### config.mk
export PLATFORM = sky130hd
export DESIGN_NAME = dcc_clock_ctrl
export DESIGN_NICKNAME = d
export VERILOG_FILES = /design/src/logic/dcc_pkg.sv /design/src/logic/dcc_clock_ctrl.sv
export SDC_FILE = /design/constraint.sdc
export NUM_CORES = 1
export LEC_CHECK = 0
export BUFFER_PORTS_ARGS = -buffer_cell sky130_fd_sc_hd__buf_2
export CELL_PAD_IN_SITES_DETAIL_PLACEMENT = 0
export CELL_PAD_IN_SITES_GLOBAL_PLACEMENT = 1
export CORE_MARGIN = 3
export CORE_UTILIZATION = 43
export CTS_CLUSTER_DIAMETER = 120
export DETAILED_ROUTE_END_ITERATION = 8
export PLACE_DENSITY = 0.94
export SLEW_MARGIN = 20
export SYNTH_ARGS = -nofsm -noshare
export SYNTH_HDL_FRONTEND = slang
export SYNTH_SLANG_ARGS = --single-unit
### constraint.sdc
create_clock -name mclk -period 4.8 [get_ports mclk]
set_clock_uncertainty 0.1 [all_clocks]
set_input_delay 0.96 -clock mclk [delete_from_list [all_inputs] [get_ports mclk]]
set_output_delay 0.96 -clock mclk [all_outputs]
set_load 0.01 [all_outputs]
### src/logic/dcc_pkg.sv
package dcc_pkg;

   // Mask-configured clock source combinations.
   localparam logic [1:0] OPT_FAST_ONLY = 2'h1;
   localparam logic [1:0] OPT_SLOW_ONLY = 2'h2;
   localparam logic [1:0] OPT_DUAL      = 2'h3;

   // Mask-configured fast oscillator types.
   localparam logic [2:0] FTYPE_IRC_LOW  = 3'h1;
   localparam logic [2:0] FTYPE_IRC_HIGH = 3'h2;
   localparam logic [2:0] FTYPE_EXT_RES  = 3'h3;
   localparam logic [2:0] FTYPE_CERAMIC  = 3'h4;

   // Nominal internal RC frequencies in kHz; zero means not an internal RC.
   localparam logic [9:0] IRC_LOW_KHZ  = 10'h0FA;
   localparam logic [9:0] IRC_HIGH_KHZ = 10'h1F4;
   localparam logic [9:0] NO_RC_KHZ    = 10'h000;

   // Settling counts, in cycles of the oscillator being switched to.
   localparam logic [4:0] FAST_SETTLE_CYCLES = 5'h0C;
   localparam logic [4:0] SLOW_SETTLE_CYCLES = 5'h02;
   // Length of the initial reset cycle, in peripheral clock cycles.
   localparam int         INIT_CYCLES_DEFAULT = 16;

   // Reset values.
   localparam logic       BOOST_RESET = 1'b1;

   // Run states of the clock controller.
   typedef enum logic [2:0] {
      ST_INIT      = 3'b000,
      ST_SLOW      = 3'b001,
      ST_FAST_WAIT = 3'b010,
      ST_FAST      = 3'b011,
      ST_SLOW_WAIT = 3'b100,
      ST_HALT      = 3'b101,
      ST_STOP      = 3'b110
   } dcc_state_t;

   // One-cycle requests from the instruction decoder.
   typedef struct packed {
      logic fast_req;
      logic slow_req;
      logic halt_req;
      logic stop_req;
      logic wake_req;
   } dcc_cmd_t;

   // Controls toward the analog oscillator circuits.
   typedef struct packed {
      logic slow_en;
      logic slow_boost;
      logic fast_en;
   } dcc_osc_ctrl_t;

endpackage : dcc_pkg

### src/logic/dcc_clock_ctrl.sv
// What this block does
// - Boost flag set during initial reset cycle
// - Boost flag drives slow oscillator increased drive
// - Single option: both clocks from that oscillator
// - Dual: divider slow; instruction fast in fast and slow wait
// - Slow oscillator off if fast-only, else running
// - Stop entry disables slow oscillator
// - Slow clock feeds peripherals unless fast-only
// - Fast clock feeds all if fast-only, else instruction
// - Dual: fast oscillator off until FAST instruction
// - FAST moves only instruction clock to fast
// - Halt, stop, SLOW (dual): fast off, source slow
// - Accept fast oscillator type configuration
// - Wait 12 fast cycles before switching fast
// - Wait 2 slow cycles before switching slow
// - Single options: FAST and SLOW are no-ops
`timescale 1ns/1ps
module dcc_clock_ctrl #(
   parameter int INIT_CYCLES = dcc_pkg::INIT_CYCLES_DEFAULT
) (
   input  wire  logic                   mclk,
   input  wire  logic                   rst,
   input  wire  logic [1:0]             clock_option,
   input  wire  logic [2:0]             fast_osc_type,
   input  wire  dcc_pkg::dcc_cmd_t      cmd,
   input  wire  logic                   boost_clear,
   input  wire  logic                   slow_osc_clock,
   input  wire  logic                   fast_osc_clock,
   output dcc_pkg::dcc_osc_ctrl_t       osc_ctrl,
   output logic                         osc_boost_flag,
   output logic                         instr_clock,
   output logic                         divider_input_clock,
   output logic                         periph_clock,
   output logic                         instr_src_fast,
   output dcc_pkg::dcc_state_t          run_state,
   output logic [9:0]                   fast_rc_khz
);
   import dcc_pkg::*;

   localparam logic [4:0] INIT_LAST = 5'(INIT_CYCLES - 1);

   logic          s_sync1_reg;
   logic          s_sync2_reg;
   logic          s_prev_reg;
   logic          f_sync1_reg;
   logic          f_sync2_reg;
   logic          f_prev_reg;
   logic          s_rise;
   logic          f_rise;
   logic          p_rise;
   logic [1:0]    opt_reg;
   logic [2:0]    ftype_reg;
   dcc_state_t    state_reg;
   dcc_state_t    state_next;
   logic [4:0]    cnt_reg;
   logic [4:0]    cnt_next;
   logic          boost_reg;
   logic          boost_next;
   logic          mux_sel_reg;
   logic          mux_sel_next;
   logic          target_fast;
   dcc_osc_ctrl_t osc_reg;
   dcc_osc_ctrl_t osc_next;
   logic          instr_reg;
   logic          instr_next;
   logic          div_reg;
   logic          div_next;
   logic [9:0]    khz_reg;
   logic [9:0]    khz_next;
   logic          is_dual;
   logic          is_fast_only;

   // Oscillator pins are asynchronous to mclk, so each passes two flops first.
   always_ff @(posedge mclk)
   begin
      s_sync1_reg <= slow_osc_clock;
      s_sync2_reg <= s_sync1_reg;
      s_prev_reg  <= s_sync2_reg;
      f_sync1_reg <= fast_osc_clock;
      f_sync2_reg <= f_sync1_reg;
      f_prev_reg  <= f_sync2_reg;
   end

   // Rising edges of the sampled oscillator clocks.
   assign s_rise       = s_sync2_reg & ~s_prev_reg;
   assign f_rise       = f_sync2_reg & ~f_prev_reg;
   assign is_dual      = (opt_reg == OPT_DUAL);
   assign is_fast_only = (opt_reg == OPT_FAST_ONLY);
   assign p_rise       = is_fast_only ? f_rise : s_rise;

   // Mask options are caught while reset is held and frozen afterwards.
   always_ff @(posedge mclk)
   begin
      if (rst)
      begin
         opt_reg   <= clock_option;
         ftype_reg <= fast_osc_type;
      end
   end

   // Run state sequencing; stop outranks halt, both outrank FAST and SLOW.
   always_comb
   begin
      state_next = state_reg;
      cnt_next   = cnt_reg;
      unique case (state_reg)
         ST_INIT:
         begin
            if (p_rise)
            begin
               cnt_next = cnt_reg + 5'h01;
               if (cnt_reg == INIT_LAST)
               begin
                  cnt_next   = 5'h00;
                  state_next = is_fast_only ? ST_FAST : ST_SLOW;
               end
            end
         end
         ST_SLOW:
         begin
            if (cmd.stop_req)
               state_next = ST_STOP;
            else if (cmd.halt_req)
               state_next = ST_HALT;
            else if (cmd.fast_req && is_dual)
            begin
               state_next = ST_FAST_WAIT;
               cnt_next   = 5'h00;
            end
         end
         ST_FAST_WAIT:
         begin
            if (cmd.stop_req)
               state_next = ST_STOP;
            else if (cmd.halt_req)
               state_next = ST_HALT;
            else if (cmd.slow_req)
               state_next = ST_SLOW;
            else if (f_rise)
            begin
               cnt_next = cnt_reg + 5'h01;
               if (cnt_reg == FAST_SETTLE_CYCLES - 5'h01)
               begin
                  cnt_next   = 5'h00;
                  state_next = ST_FAST;
               end
            end
         end
         ST_FAST:
         begin
            if (cmd.stop_req)
               state_next = ST_STOP;
            else if (cmd.halt_req)
               state_next = ST_HALT;
            else if (cmd.slow_req && is_dual)
            begin
               state_next = ST_SLOW_WAIT;
               cnt_next   = 5'h00;
            end
         end
         ST_SLOW_WAIT:
         begin
            if (cmd.stop_req)
               state_next = ST_STOP;
            else if (cmd.halt_req)
               state_next = ST_HALT;
            else if (s_rise)
            begin
               cnt_next = cnt_reg + 5'h01;
               if (cnt_reg == SLOW_SETTLE_CYCLES - 5'h01)
               begin
                  cnt_next   = 5'h00;
                  state_next = ST_SLOW;
               end
            end
         end
         ST_HALT, ST_STOP:
         begin
            if (cmd.wake_req)
               state_next = is_fast_only ? ST_FAST : ST_SLOW;
         end
         default:
         begin
            state_next = ST_INIT;
            cnt_next   = 5'h00;
         end
      endcase
   end

   // The boost flag is forced high in the initial cycle, so software cannot
   // clear it there; afterwards a clear request drops it.
   always_comb
   begin
      if (state_next == ST_INIT)
         boost_next = 1'b1;
      else if (boost_clear)
         boost_next = 1'b0;
      else
         boost_next = boost_reg;
   end

   // Oscillator enables follow the next state so they align with run_state.
   always_comb
   begin
      osc_next.slow_en    = !is_fast_only && (state_next != ST_STOP);
      osc_next.slow_boost = boost_next;
      if (is_fast_only)
         osc_next.fast_en = (state_next != ST_STOP);
      else if (is_dual)
         osc_next.fast_en = (state_next == ST_FAST_WAIT) || (state_next == ST_FAST)
                            || (state_next == ST_SLOW_WAIT);
      else
         osc_next.fast_en = 1'b0;
   end

   // Source wanted for the instruction clock; the fast-only option, and under the
   // dual option the fast state and the hold after a SLOW request, keep it on the fast clock.
   always_comb
   begin
      target_fast = is_fast_only || (is_dual && (state_reg == ST_FAST
                    || state_reg == ST_SLOW_WAIT));
   end

   // The selector only moves while the outgoing and incoming clocks are both
   // low, so the output never shows a sliver of either source. A disabled
   // fast oscillator may park high, so it is not waited for.
   always_comb
   begin
      mux_sel_next = mux_sel_reg;
      if ((target_fast != mux_sel_reg) && !s_sync2_reg
          && (!f_sync2_reg || !osc_reg.fast_en))
         mux_sel_next = target_fast;
      instr_next = mux_sel_reg ? f_sync2_reg : s_sync2_reg;
   end

   // Divider and peripheral clocks come from the slow oscillator except
   // under the fast-only option.
   always_comb
   begin
      div_next = is_fast_only ? f_sync2_reg : s_sync2_reg;
   end

   // Nominal frequency of the configured fast oscillator type.
   always_comb
   begin
      unique case (ftype_reg)
         FTYPE_IRC_LOW:  khz_next = IRC_LOW_KHZ;
         FTYPE_IRC_HIGH: khz_next = IRC_HIGH_KHZ;
         default:        khz_next = NO_RC_KHZ;
      endcase
   end

   // All control state registers; reset enters the initial cycle.
   always_ff @(posedge mclk)
   begin
      if (rst)
      begin
         state_reg   <= ST_INIT;
         cnt_reg     <= 5'h00;
         boost_reg   <= BOOST_RESET;
         mux_sel_reg <= 1'b0;
         osc_reg     <= '{slow_en: 1'b0, slow_boost: BOOST_RESET, fast_en: 1'b0};
         instr_reg   <= 1'b0;
         div_reg     <= 1'b0;
         khz_reg     <= NO_RC_KHZ;
      end
      else
      begin
         state_reg   <= state_next;
         cnt_reg     <= cnt_next;
         boost_reg   <= boost_next;
         mux_sel_reg <= mux_sel_next;
         osc_reg     <= osc_next;
         instr_reg   <= instr_next;
         div_reg     <= div_next;
         khz_reg     <= khz_next;
      end
   end

   // Outputs are all taken straight from flops.
   assign osc_ctrl            = osc_reg;
   assign osc_boost_flag      = boost_reg;
   assign instr_clock         = instr_reg;
   assign divider_input_clock = div_reg;
   assign periph_clock        = div_reg;
   assign instr_src_fast      = mux_sel_reg;
   assign run_state           = state_reg;
   assign fast_rc_khz         = khz_reg;
endmodule : dcc_clock_ctrl

==> results_dict.tcl, run 1 <==
set metrics [dict create \
    num_vias 1350 \
    h-tree-depth 1 \
    layout-drive-gt1-share_pct 23.1 \
    worstRegToRegCells 6 \
    fillers 348 \
    intPower_mw 0.518 \
    finalWirelength_um 3350 \
    clock_path_buffers 2 \
    crit_required_ns 4.85 \
    post-place-cells 237 \
    ys_seq_elements 28 \
    power.total_mw 0.804 \
    drt_iter0_drc 107 \
    maxCapViolations 0 \
    synth_top_area_share_pct 28.8 \
    min-delay-path-class "reg -> reg" \
    clockPowerShare_pct 22.1 \
    worstSetupPathType "reg -> reg" \
    syn_area_per_cell_um2 9.14 \
    final_nets 215 \
    syn_to_final_growth_pct 11.3 \
    power.switching_mw 0.286 \
    ir_drop_uv 196 \
    post_drt_wl_per_cell_um 13.9 \
    hpwl_um 2500 \
    die_area_um2 4490 \
    synth_edf_count 5 \
    fin_crit_sh_pct 49.9 \
    grt_max_degree 25 \
    die_x_um 67.0 \
    rrSetupSlack_ns 2.40 \
    synth_cell_types 53 \
    track_usage_pct 16.4 \
    antenna_cells 0 \
    floorplan.initialDensity_pct 46.1 \
    power.density_nw_per_um2 452 \
    postCtsSetupBuffers 0 \
    viasPerCell 5.60 \
    pwr-share-comb_pct 36.8 \
    cts_root_buf "clkbuf_8" \
    setup_violations 0 \
    grt_pass1_vias 1232 \
    holdPathStages 0 \
    rsz0062_at_grt "false" \
    drtPass1Iterations 4 \
    dr_wl_met2_um 1510 \
    synth-seq-area-share_pct 38.2 \
    status "finished clean" \
    cp_cell_sequence "ha_1, nor4b_1, o221ai_1, o32a_1, o41ai_1, a31oi_1" \
    drtAntennaViolNets 0 \
    grt_pass1_wl_um 5730 \
    cts_tree "done" \
    remaining_drc_errors 0 \
    seqPwrFrac_pct 41.1 \
    place.gp.congestion 0.883 \
    final.min_clock_period_ns 2.40 \
    synth_top_area_cell "dfxtp_1" \
    cts.sinks 28 \
    r2r_start "cnt_reg[0]" \
    yosysWarnings 0 \
    fmax_mhz 417 \
    port_buffers 33 \
    tightest_slew_ns 0.879 \
    topRoutingLayerUsed "met4" \
    r2r-end "osc_ctrl[0]" \
    cts_made_buffers 3 \
    fp-row-count 21 \
    cp_max_fo 5 \
    path_delay_family "compound AO/OA/AOI/OAI gates" \
    leakagePower_nw 0.702 \
    overflow 0 \
    critPathBufInv 0 \
    start_kind "flop" \
    switching_share_pct 35.6 \
    setup_tns_ns 0 \
    final_cells 241 \
    min_to "f_sync2_reg" \
    wl_met3_um 197 \
    hold_violations 0 \
    die_h_um 67.0 \
    hold_buffers 0 \
    synth_flop_cell "dfxtp_1" \
    arrival_ns 2.45 \
    async_reset_ff_share_pct 0 \
    cts.clk_slew.worst_paths_ns 0.09 \
    synth_area_um2 1600 \
    netlist_instances 175 \
    relSlewSlack_pct 40.6 \
    setup_ws_ns 2.40 \
    holdCritStartpoint "f_sync1_reg" \
    post_cts_resized 0 \
    synth_common_cells "dfxtp_1 (23), nor2_1 (14), inv_1 (13)" \
    design.core.area_um2 3470 \
    boundaryPins 36 \
    slowest_delay_ns 0.71 \
    clock_latency_ns 0.27 \
    dp_slack_ns 2.33 \
    antenna_found_initial 0 \
    final_max_slew_viol_count 0 \
    synth_area_leaders "dfxtp_1 (29%), edfxtp_1 (9.4%), buf_4 (4.7%)" \
    wl_met1_um 1620 \
    critPathSlowestCell "nor4b_1" \
    cp-end-kind "flop" \
    largest_register_ffs 5 \
    synth_most_common_cell "dfxtp_1" \
]
cell type report:
class,instances,area (µm²),area share [%]
clock buffers,3,41.3,2.32
clock inverters,1,30.0,1.69
inverters,13,48.8,2.74
multi-input cells,117,827,46.5
flip-flops and latches,28,611,34.3
well taps,46,57.6,3.23
repair buffers,33,165,9.28
how the worst max path moves through the flow:
stage	cells after the start	from	end	slack (ns)
2_1_floorplan	5	cmd[3]	osc_ctrl[0]	2.58
3_3_place_gp	6	cmd[3]	osc_ctrl[0]	2.35
3_5_place_dp	6	cmd[3]	osc_ctrl[0]	2.33
4_1_cts	1	run_state[1]	run_state[1]	2.43
5_1_grt	9	cnt_reg[0]	cnt_reg[3]	2.14
6_report	6	cnt_reg[0]	osc_ctrl[0]	2.40
worst register-to-register path: cells and delay by family (launching register included):
kind / cells / cell delay [ns]
and+or+nand+nor: 1 / 0.71
DFF: 1 / 0.39
adders and majority gates: 1 / 0.16
AOI/OAI and AO/OA: 4 / 0.92
cells in the final DEF (no fill, tap or decap), drive strengths merged, types with 2 or more instances in the layout:
master,Yosys,routed
nand3,4,4
nor2b,8,8
ha,4,4
o32ai,5,5
or2b,2,2
buf,15,33
a31oi,3,3
edfxtp,5,5
dfxtp,23,23
nand4b,3,3
o31ai,2,2
conb,1,2
nor3,3,3
or2,2,2
inv,13,13
nor2,14,14
o21ai,7,7
a41oi,2,2
or3,4,4
o21a,4,4
mux2i,4,4
a211oi,4,4
or4,2,2
nor4b,5,5
nand2,5,5
a21oi,9,9
clkbuf,3,3
stage by stage:
stage               utilization (%)  instance area [µm²]  hold WS, ns
floorplan                         -                 1600        0.210
global placement               49.3                 1710        0.210
detailed placement             49.3                 1710        0.213
CTS                            51.3                 1780        0.237
global route                   51.3                 1780        0.241
finish                         51.3                 1780        0.233
cells by family after synthesis:
kind of cell,share of synthesized area [%]
simple gates,22.8
compound gates,21.4
buf+inv,10.3
flops,38.2
mux,3.99
fa+ha+maj,3.13
other cells,0.235
layer usage:
metal | track usage, % | up-vias
met1 | 24.7 | 628
li1 | - | 676
met3 | 2.19 | 2
met2 | 24.1 | 44
met4 | 4.56 | 0
met5 | 0 | -
power by group through the flow:
stage | Sequential (mW) | Combinational, mW | Clock (mW)
after floorplan | 0.305 | 0.265 | 0
after global placement | 0.336 | 0.295 | 0
after detailed placement | 0.336 | 0.294 | 0
after CTS | 0.331 | 0.296 | 0.185
after global routing | 0.341 | 0.329 | 0.195
final | 0.331 | 0.296 | 0.178
Power figures use the tool's default switching activity.
==> inputs of run 2 (changes only) <==
--- a/config.mk
+++ b/config.mk
@@ -9,10 +9,10 @@
 export CELL_PAD_IN_SITES_DETAIL_PLACEMENT = 0
 export CELL_PAD_IN_SITES_GLOBAL_PLACEMENT = 1
 export CORE_MARGIN = 3
-export CORE_UTILIZATION = 43
+export CORE_UTILIZATION = 36
 export CTS_CLUSTER_DIAMETER = 120
 export DETAILED_ROUTE_END_ITERATION = 8
-export PLACE_DENSITY = 0.94
+export PLACE_DENSITY = 0.85
 export SLEW_MARGIN = 20
 export SYNTH_ARGS = -nofsm -noshare
 export SYNTH_HDL_FRONTEND = slang
==> constraint.sdc (replaced) <==
create_clock -name mclk -period 2.2 [get_ports mclk]
set_clock_uncertainty 0.1 [all_clocks]
set_input_delay 0.44 -clock mclk [delete_from_list [all_inputs] [get_ports mclk]]
set_output_delay 0.44 -clock mclk [all_outputs]
set_load 0.01 [all_outputs]
==> run 2 against run 1 <==
Final area grew 7.0%. Non-clock buffer count increased by 11. Register-to-register slack lost 2.3 ns. Die area is 18% higher. Via count rose by 2.7%. Flip-flop and latch count did not move. Clock power grew 120%. Utilization shrank 5.4 points. Sequential power grew 100%. First-iteration DRC count is 34% lower. Power is 140% higher. Global-route usage fell by 1.9 points. Highest routed layer unchanged. Critical path type unchanged.
==> results_dict.tcl, run 2 (synthesis gave the netlist of run 1 again) <==
set metrics [dict create \
    min-delay-path-class "in -> reg" \
    clock_path_buffers 2 \
    cp-end-kind "flop" \
    drtPass1Iterations 4 \
    rsz0062_at_grt "true" \
    die_h_um 72.6 \
    cp_max_fo 5 \
    h-tree-depth 1 \
    worstSetupPathType "reg -> reg" \
    finalWirelength_um 3650 \
    num_vias 1386 \
    cp_cell_sequence "ha_1, inv_1, nor3_2, ha_1, a41oi_1, a32oi_2, or4_4, a31oi_1" \
    largest_register_ffs 5 \
    fmax_mhz 472 \
    antenna_cells 0 \
    final_max_slew_viol_count 0 \
    start_kind "flop" \
    setup.worst_path.start "cnt_reg[0]" \
    setup_ws_ns 0.0798 \
    cts_root_buf "clkbuf_8" \
    power.total_mw 1.90 \
    fp-row-count 23 \
    maxCapViolations 0 \
    crit_required_ns 2.30 \
    layout-drive-gt1-share_pct 30.6 \
    clock_latency_ns 0.27 \
    setup_violations 0 \
    overflow 0 \
    post_drt_wl_per_cell_um 14.3 \
    cts.sinks 28 \
    final.min_clock_period_ns 2.12 \
    slowest_delay_ns 0.51 \
    final_nets 226 \
    antenna_found_initial 0 \
    final_common_cell "buf_2" \
    critPathSlowestCell "or4_4" \
    floorplan.initialDensity_pct 38.6 \
    die_area_um2 5280 \
    cts.clk_slew.worst_paths_ns 0.09 \
    cts_tree "done" \
    place.gp.congestion 0.846 \
    drt_iter0_drc 71 \
    leakagePower_nw 0.767 \
    remaining_drc_errors 0 \
    syn_to_final_growth_pct 19.1 \
    hpwl_um 2700 \
    fin_crit_sh_pct 96.4 \
    cp_common_cell "ha_1" \
    grt_pass1_wl_um 6150 \
    hold_violations 0 \
    track_usage_pct 14.6 \
    power.density_nw_per_um2 998 \
    die_x_um 72.6 \
    grt_pass1_vias 1306 \
    viasPerCell 5.41 \
    ir_drop_uv 469 \
    cts_made_buffers 3 \
    utilization_pct 46.0 \
    design.core.area_um2 4140 \
    grt_max_degree 24 \
    r2r_start "cnt_reg[0]" \
    final_cell_mix "buf_2 (33), dfxtp_1 (21), nor2_1 (14), inv_1 (13), buf_4 (11)" \
    port_buffers 33 \
    hold_buffers 0 \
    drtAntennaViolNets 0 \
    status "finished clean" \
    dp_slack_ns 0.0685 \
    holdCritStartpoint "fast_osc_clock" \
    boundaryPins 36 \
    arrival_ns 2.22 \
]
-- run 2: cell count changes in the layout (fill, tap and decap cells not counted), sizes merged --
cell / before / now
buf: 33 / 44
-- run 2: worst max-delay path: cells and delay by family (launching register included) --
| family | cells | cell delay [ns] |
|---|---|---|
| simple gates | 2 | 0.57 |
| flops | 1 | 0.36 |
| buf+inv | 1 | 0.11 |
| compound gates | 3 | 0.48 |
| fa+ha+maj | 2 | 0.45 |
-- run 2: routing by layer --
metal  vias to the layer above  routed length, µm  track usage [%]
met2                        44               1670             23.0
met1                       643               1740             20.3
li1                        695                  -                -
met5                         -                  0                0
met3                         4                207             2.48
met4                         0                 36             4.30
-- run 2: final cells by class --
cell class | instances | area (µm²)
well taps | 50 | 62.6
flip-flops and latches | 28 | 613
multi-input cells | 117 | 861
repair buffers | 44 | 248
clock inverters | 1 | 30.0
clock buffers | 3 | 41.3
fillers | 422 | 2240
inverters | 13 | 48.8
-- run 2: per-stage QoR --
stage               hold slack [ns]  instance area [µm²]  setup TNS, ns  instances
CTS                           0.155                 1860              0        255
global route                  0.143                 1900        -0.0339        256
finish                        0.164                 1900              0        256
detailed placement            0.215                 1790              0        251
floorplan                     0.210                 1600              0        176
global placement              0.210                 1790              0        251
-- run 2: repair_timing --
item / CTS / global route
setup buffers: 0 / 1
endpoints found under the hold margin: 0 / 0
resized for setup: 0 / 7
endpoints found under the setup margin: 0 / 6
-- run 2: path summary, 6_finish.rpt --
check | endpoint | slack [ns] | cells after the start
setup / recovery | osc_ctrl[0] | 0.08 | 8
hold / removal | f_sync1_reg | 0.16 | 1
setup reg to reg | osc_ctrl[0] | 0.08 | 8
hold reg to reg | s_sync2_reg | 0.23 | 0
-- run 2: power by group --
part | leakage (nW) | switching (mW) | internal, mW
Clock | 0.0357 | 0.152 | 0.243
Combinational | 0.492 | 0.445 | 0.390
Sequential | 0.239 | 0.0779 | 0.592
==> inputs of run 3 (changes only) <==
--- a/config.mk
+++ b/config.mk
@@ -9,10 +9,10 @@
 export CELL_PAD_IN_SITES_DETAIL_PLACEMENT = 0
 export CELL_PAD_IN_SITES_GLOBAL_PLACEMENT = 1
 export CORE_MARGIN = 3
-export CORE_UTILIZATION = 36
+export CORE_UTILIZATION = 43
 export CTS_CLUSTER_DIAMETER = 120
 export DETAILED_ROUTE_END_ITERATION = 8
-export PLACE_DENSITY = 0.85
+export PLACE_DENSITY = 0.94
 export SLEW_MARGIN = 20
 export SYNTH_ARGS = -nofsm -noshare
 export SYNTH_HDL_FRONTEND = slang
==> constraint.sdc (replaced) <==
create_clock -name mclk -period 2.7 [get_ports mclk]
set_clock_uncertainty 0.1 [all_clocks]
set_input_delay 0.54 -clock mclk [delete_from_list [all_inputs] [get_ports mclk]]
set_output_delay 0.54 -clock mclk [all_outputs]
set_load 0.01 [all_outputs]
==> run 3 against run 2 <==
Die area down 15%. Combinational power down 31%. Flip-flop and latch count unchanged. Sequential share of layout area up 2.0 points. Count of clock-buffer cells in the layout up 1. Via count up 1.6%. Critical path depth down 3. Utilization up 5.6 points. Wire length down 2.9%. Final area down 6.2%. Critical path type unchanged.
==> results_dict.tcl, run 3 (synthesis gave the netlist of run 1 again) <==
set metrics [dict create \
    status "finished clean" \
    drtPass1Iterations 4 \
    grt_pass1_vias 1337 \
    pwr-share-comb_pct 41.1 \
    worstRegToRegCells 5 \
    arrival_ns 2.34 \
    maxCapViolations 0 \
    remaining_drc_errors 0 \
    die_h_um 67.0 \
    fp-row-count 21 \
    drtAntennaViolNets 0 \
    leakagePower_nw 0.711 \
    postCtsSetupBuffers 0 \
    min-delay-path-class "reg -> reg" \
    final_max_slew_viol_count 0 \
    post_cts_resized 0 \
    clock_latency_ns 0.27 \
    power.density_nw_per_um2 784 \
    ir_drop_uv 310 \
    setup_violations 0 \
    final_nets 218 \
    holdPathStages 0 \
    power.switching_mw 0.527 \
    crit_required_ns 2.78 \
    relSlewSlack_pct 54.5 \
    cts.clk_slew.worst_paths_ns 0.09 \
    die_x_um 67.0 \
    seqPwrFrac_pct 40.6 \
    cts_root_buf "clkbuf_8" \
    drt_iter0_drc 145 \
    design.core.area_um2 3470 \
    track_usage_pct 18.0 \
    grt_pass1_wl_um 6160 \
    boundaryPins 36 \
    viasPerCell 5.77 \
    rsz0062_at_grt "false" \
    final.min_clock_period_ns 2.26 \
    cp_max_fo 24 \
    hold_violations 0 \
    hpwl_um 2610 \
    whs_ns 0.235 \
    intPower_mw 0.873 \
    setup_tns_ns 0 \
    layout-drive-gt1-share_pct 24.2 \
    worstSetupPathType "reg -> reg" \
    cts.sinks 28 \
    h-tree-depth 1 \
    switching_share_pct 37.6 \
    final_cell_mix "buf_2 (33), dfxtp_1 (23), nor2_1 (14), inv_1 (13), a21oi_1 (9)" \
    syn_to_final_growth_pct 11.7 \
    floorplan.initialDensity_pct 46.1 \
    fmax_mhz 442 \
    cts_made_buffers 3 \
    overflow 0 \
    fillers 349 \
    post_drt_wl_per_cell_um 14.5 \
    final_common_cell "buf_2" \
    num_vias 1408 \
    die_area_um2 4490 \
    hold_buffers 0 \
    tightest_slew_ns 0.682 \
    fin_crit_sh_pct 83.8 \
    grt_max_degree 25 \
    antenna_cells 0 \
    cts_tree "done" \
    start_kind "flop" \
    antenna_found_initial 0 \
    cp-end-kind "flop" \
    place.gp.congestion 0.857 \
    largest_register_ffs 5 \
    clock_path_buffers 2 \
    power.total_mw 1.40 \
    clockPowerShare_pct 18.3 \
    port_buffers 33 \
    finalWirelength_um 3550 \
]
[run 3: metal layers]
layer	global-route usage (%)	routed length, µm	vias to the layer above
met5	0	0	-
met4	5.32	40	0
met3	4.22	307	5
met2	27.7	1640	57
met1	24.9	1570	663
li1	-	-	683
[run 3: worst max-delay path, stage by stage (launching register included)]
cell and delay [ns]:
dfxtp_1 0.77, and4b_1 0.29, o21a_1 0.19, nor3_1 0.47, a211oi_1 0.10, o32ai_1 0.25
[run 3: power groups by stage]
stage               sequential [mW]  combinational, mW  clock (mW)
floorplan                     0.542              0.471           0
global placement              0.575              0.570           0
detailed placement            0.577              0.570           0
global route                  0.584              0.641       0.286
CTS                           0.567              0.572       0.264
finish                        0.569              0.575       0.256
[run 3: metrics by stage]
stage / setup WS (ns) / instances / area (µm²) / util [%]
final: 0.437 / 244 / 1790 / 51.5
after global routing: 0.180 / 244 / 1790 / 51.5
after CTS: 0.418 / 244 / 1790 / 51.5
after detailed placement: 0.444 / 240 / 1730 / 49.9
after global placement: 0.492 / 240 / 1730 / 49.9
after floorplan: 0.773 / 176 / 1600 / -
[run 3: layout make-up]
cell class                 instances  area (µm²)  area share [%]
clock buffer                       4        55.1            3.08
inverter                          13        48.8            2.73
multi-input combinational        117         827            46.3
sequential                        28         611            34.2
tap                               46        57.6            3.22
timing repair buffer              36         188            10.5
[run 3: worst paths after layout]
path	start	endpoint	slack, ns
setup / recovery	run_state[1]	cnt_reg[2]	0.44
hold / removal	f_sync1_reg	f_sync2_reg	0.24
setup reg to reg	run_state[1]	cnt_reg[2]	0.44
hold reg to reg	f_sync1_reg	f_sync2_reg	0.24
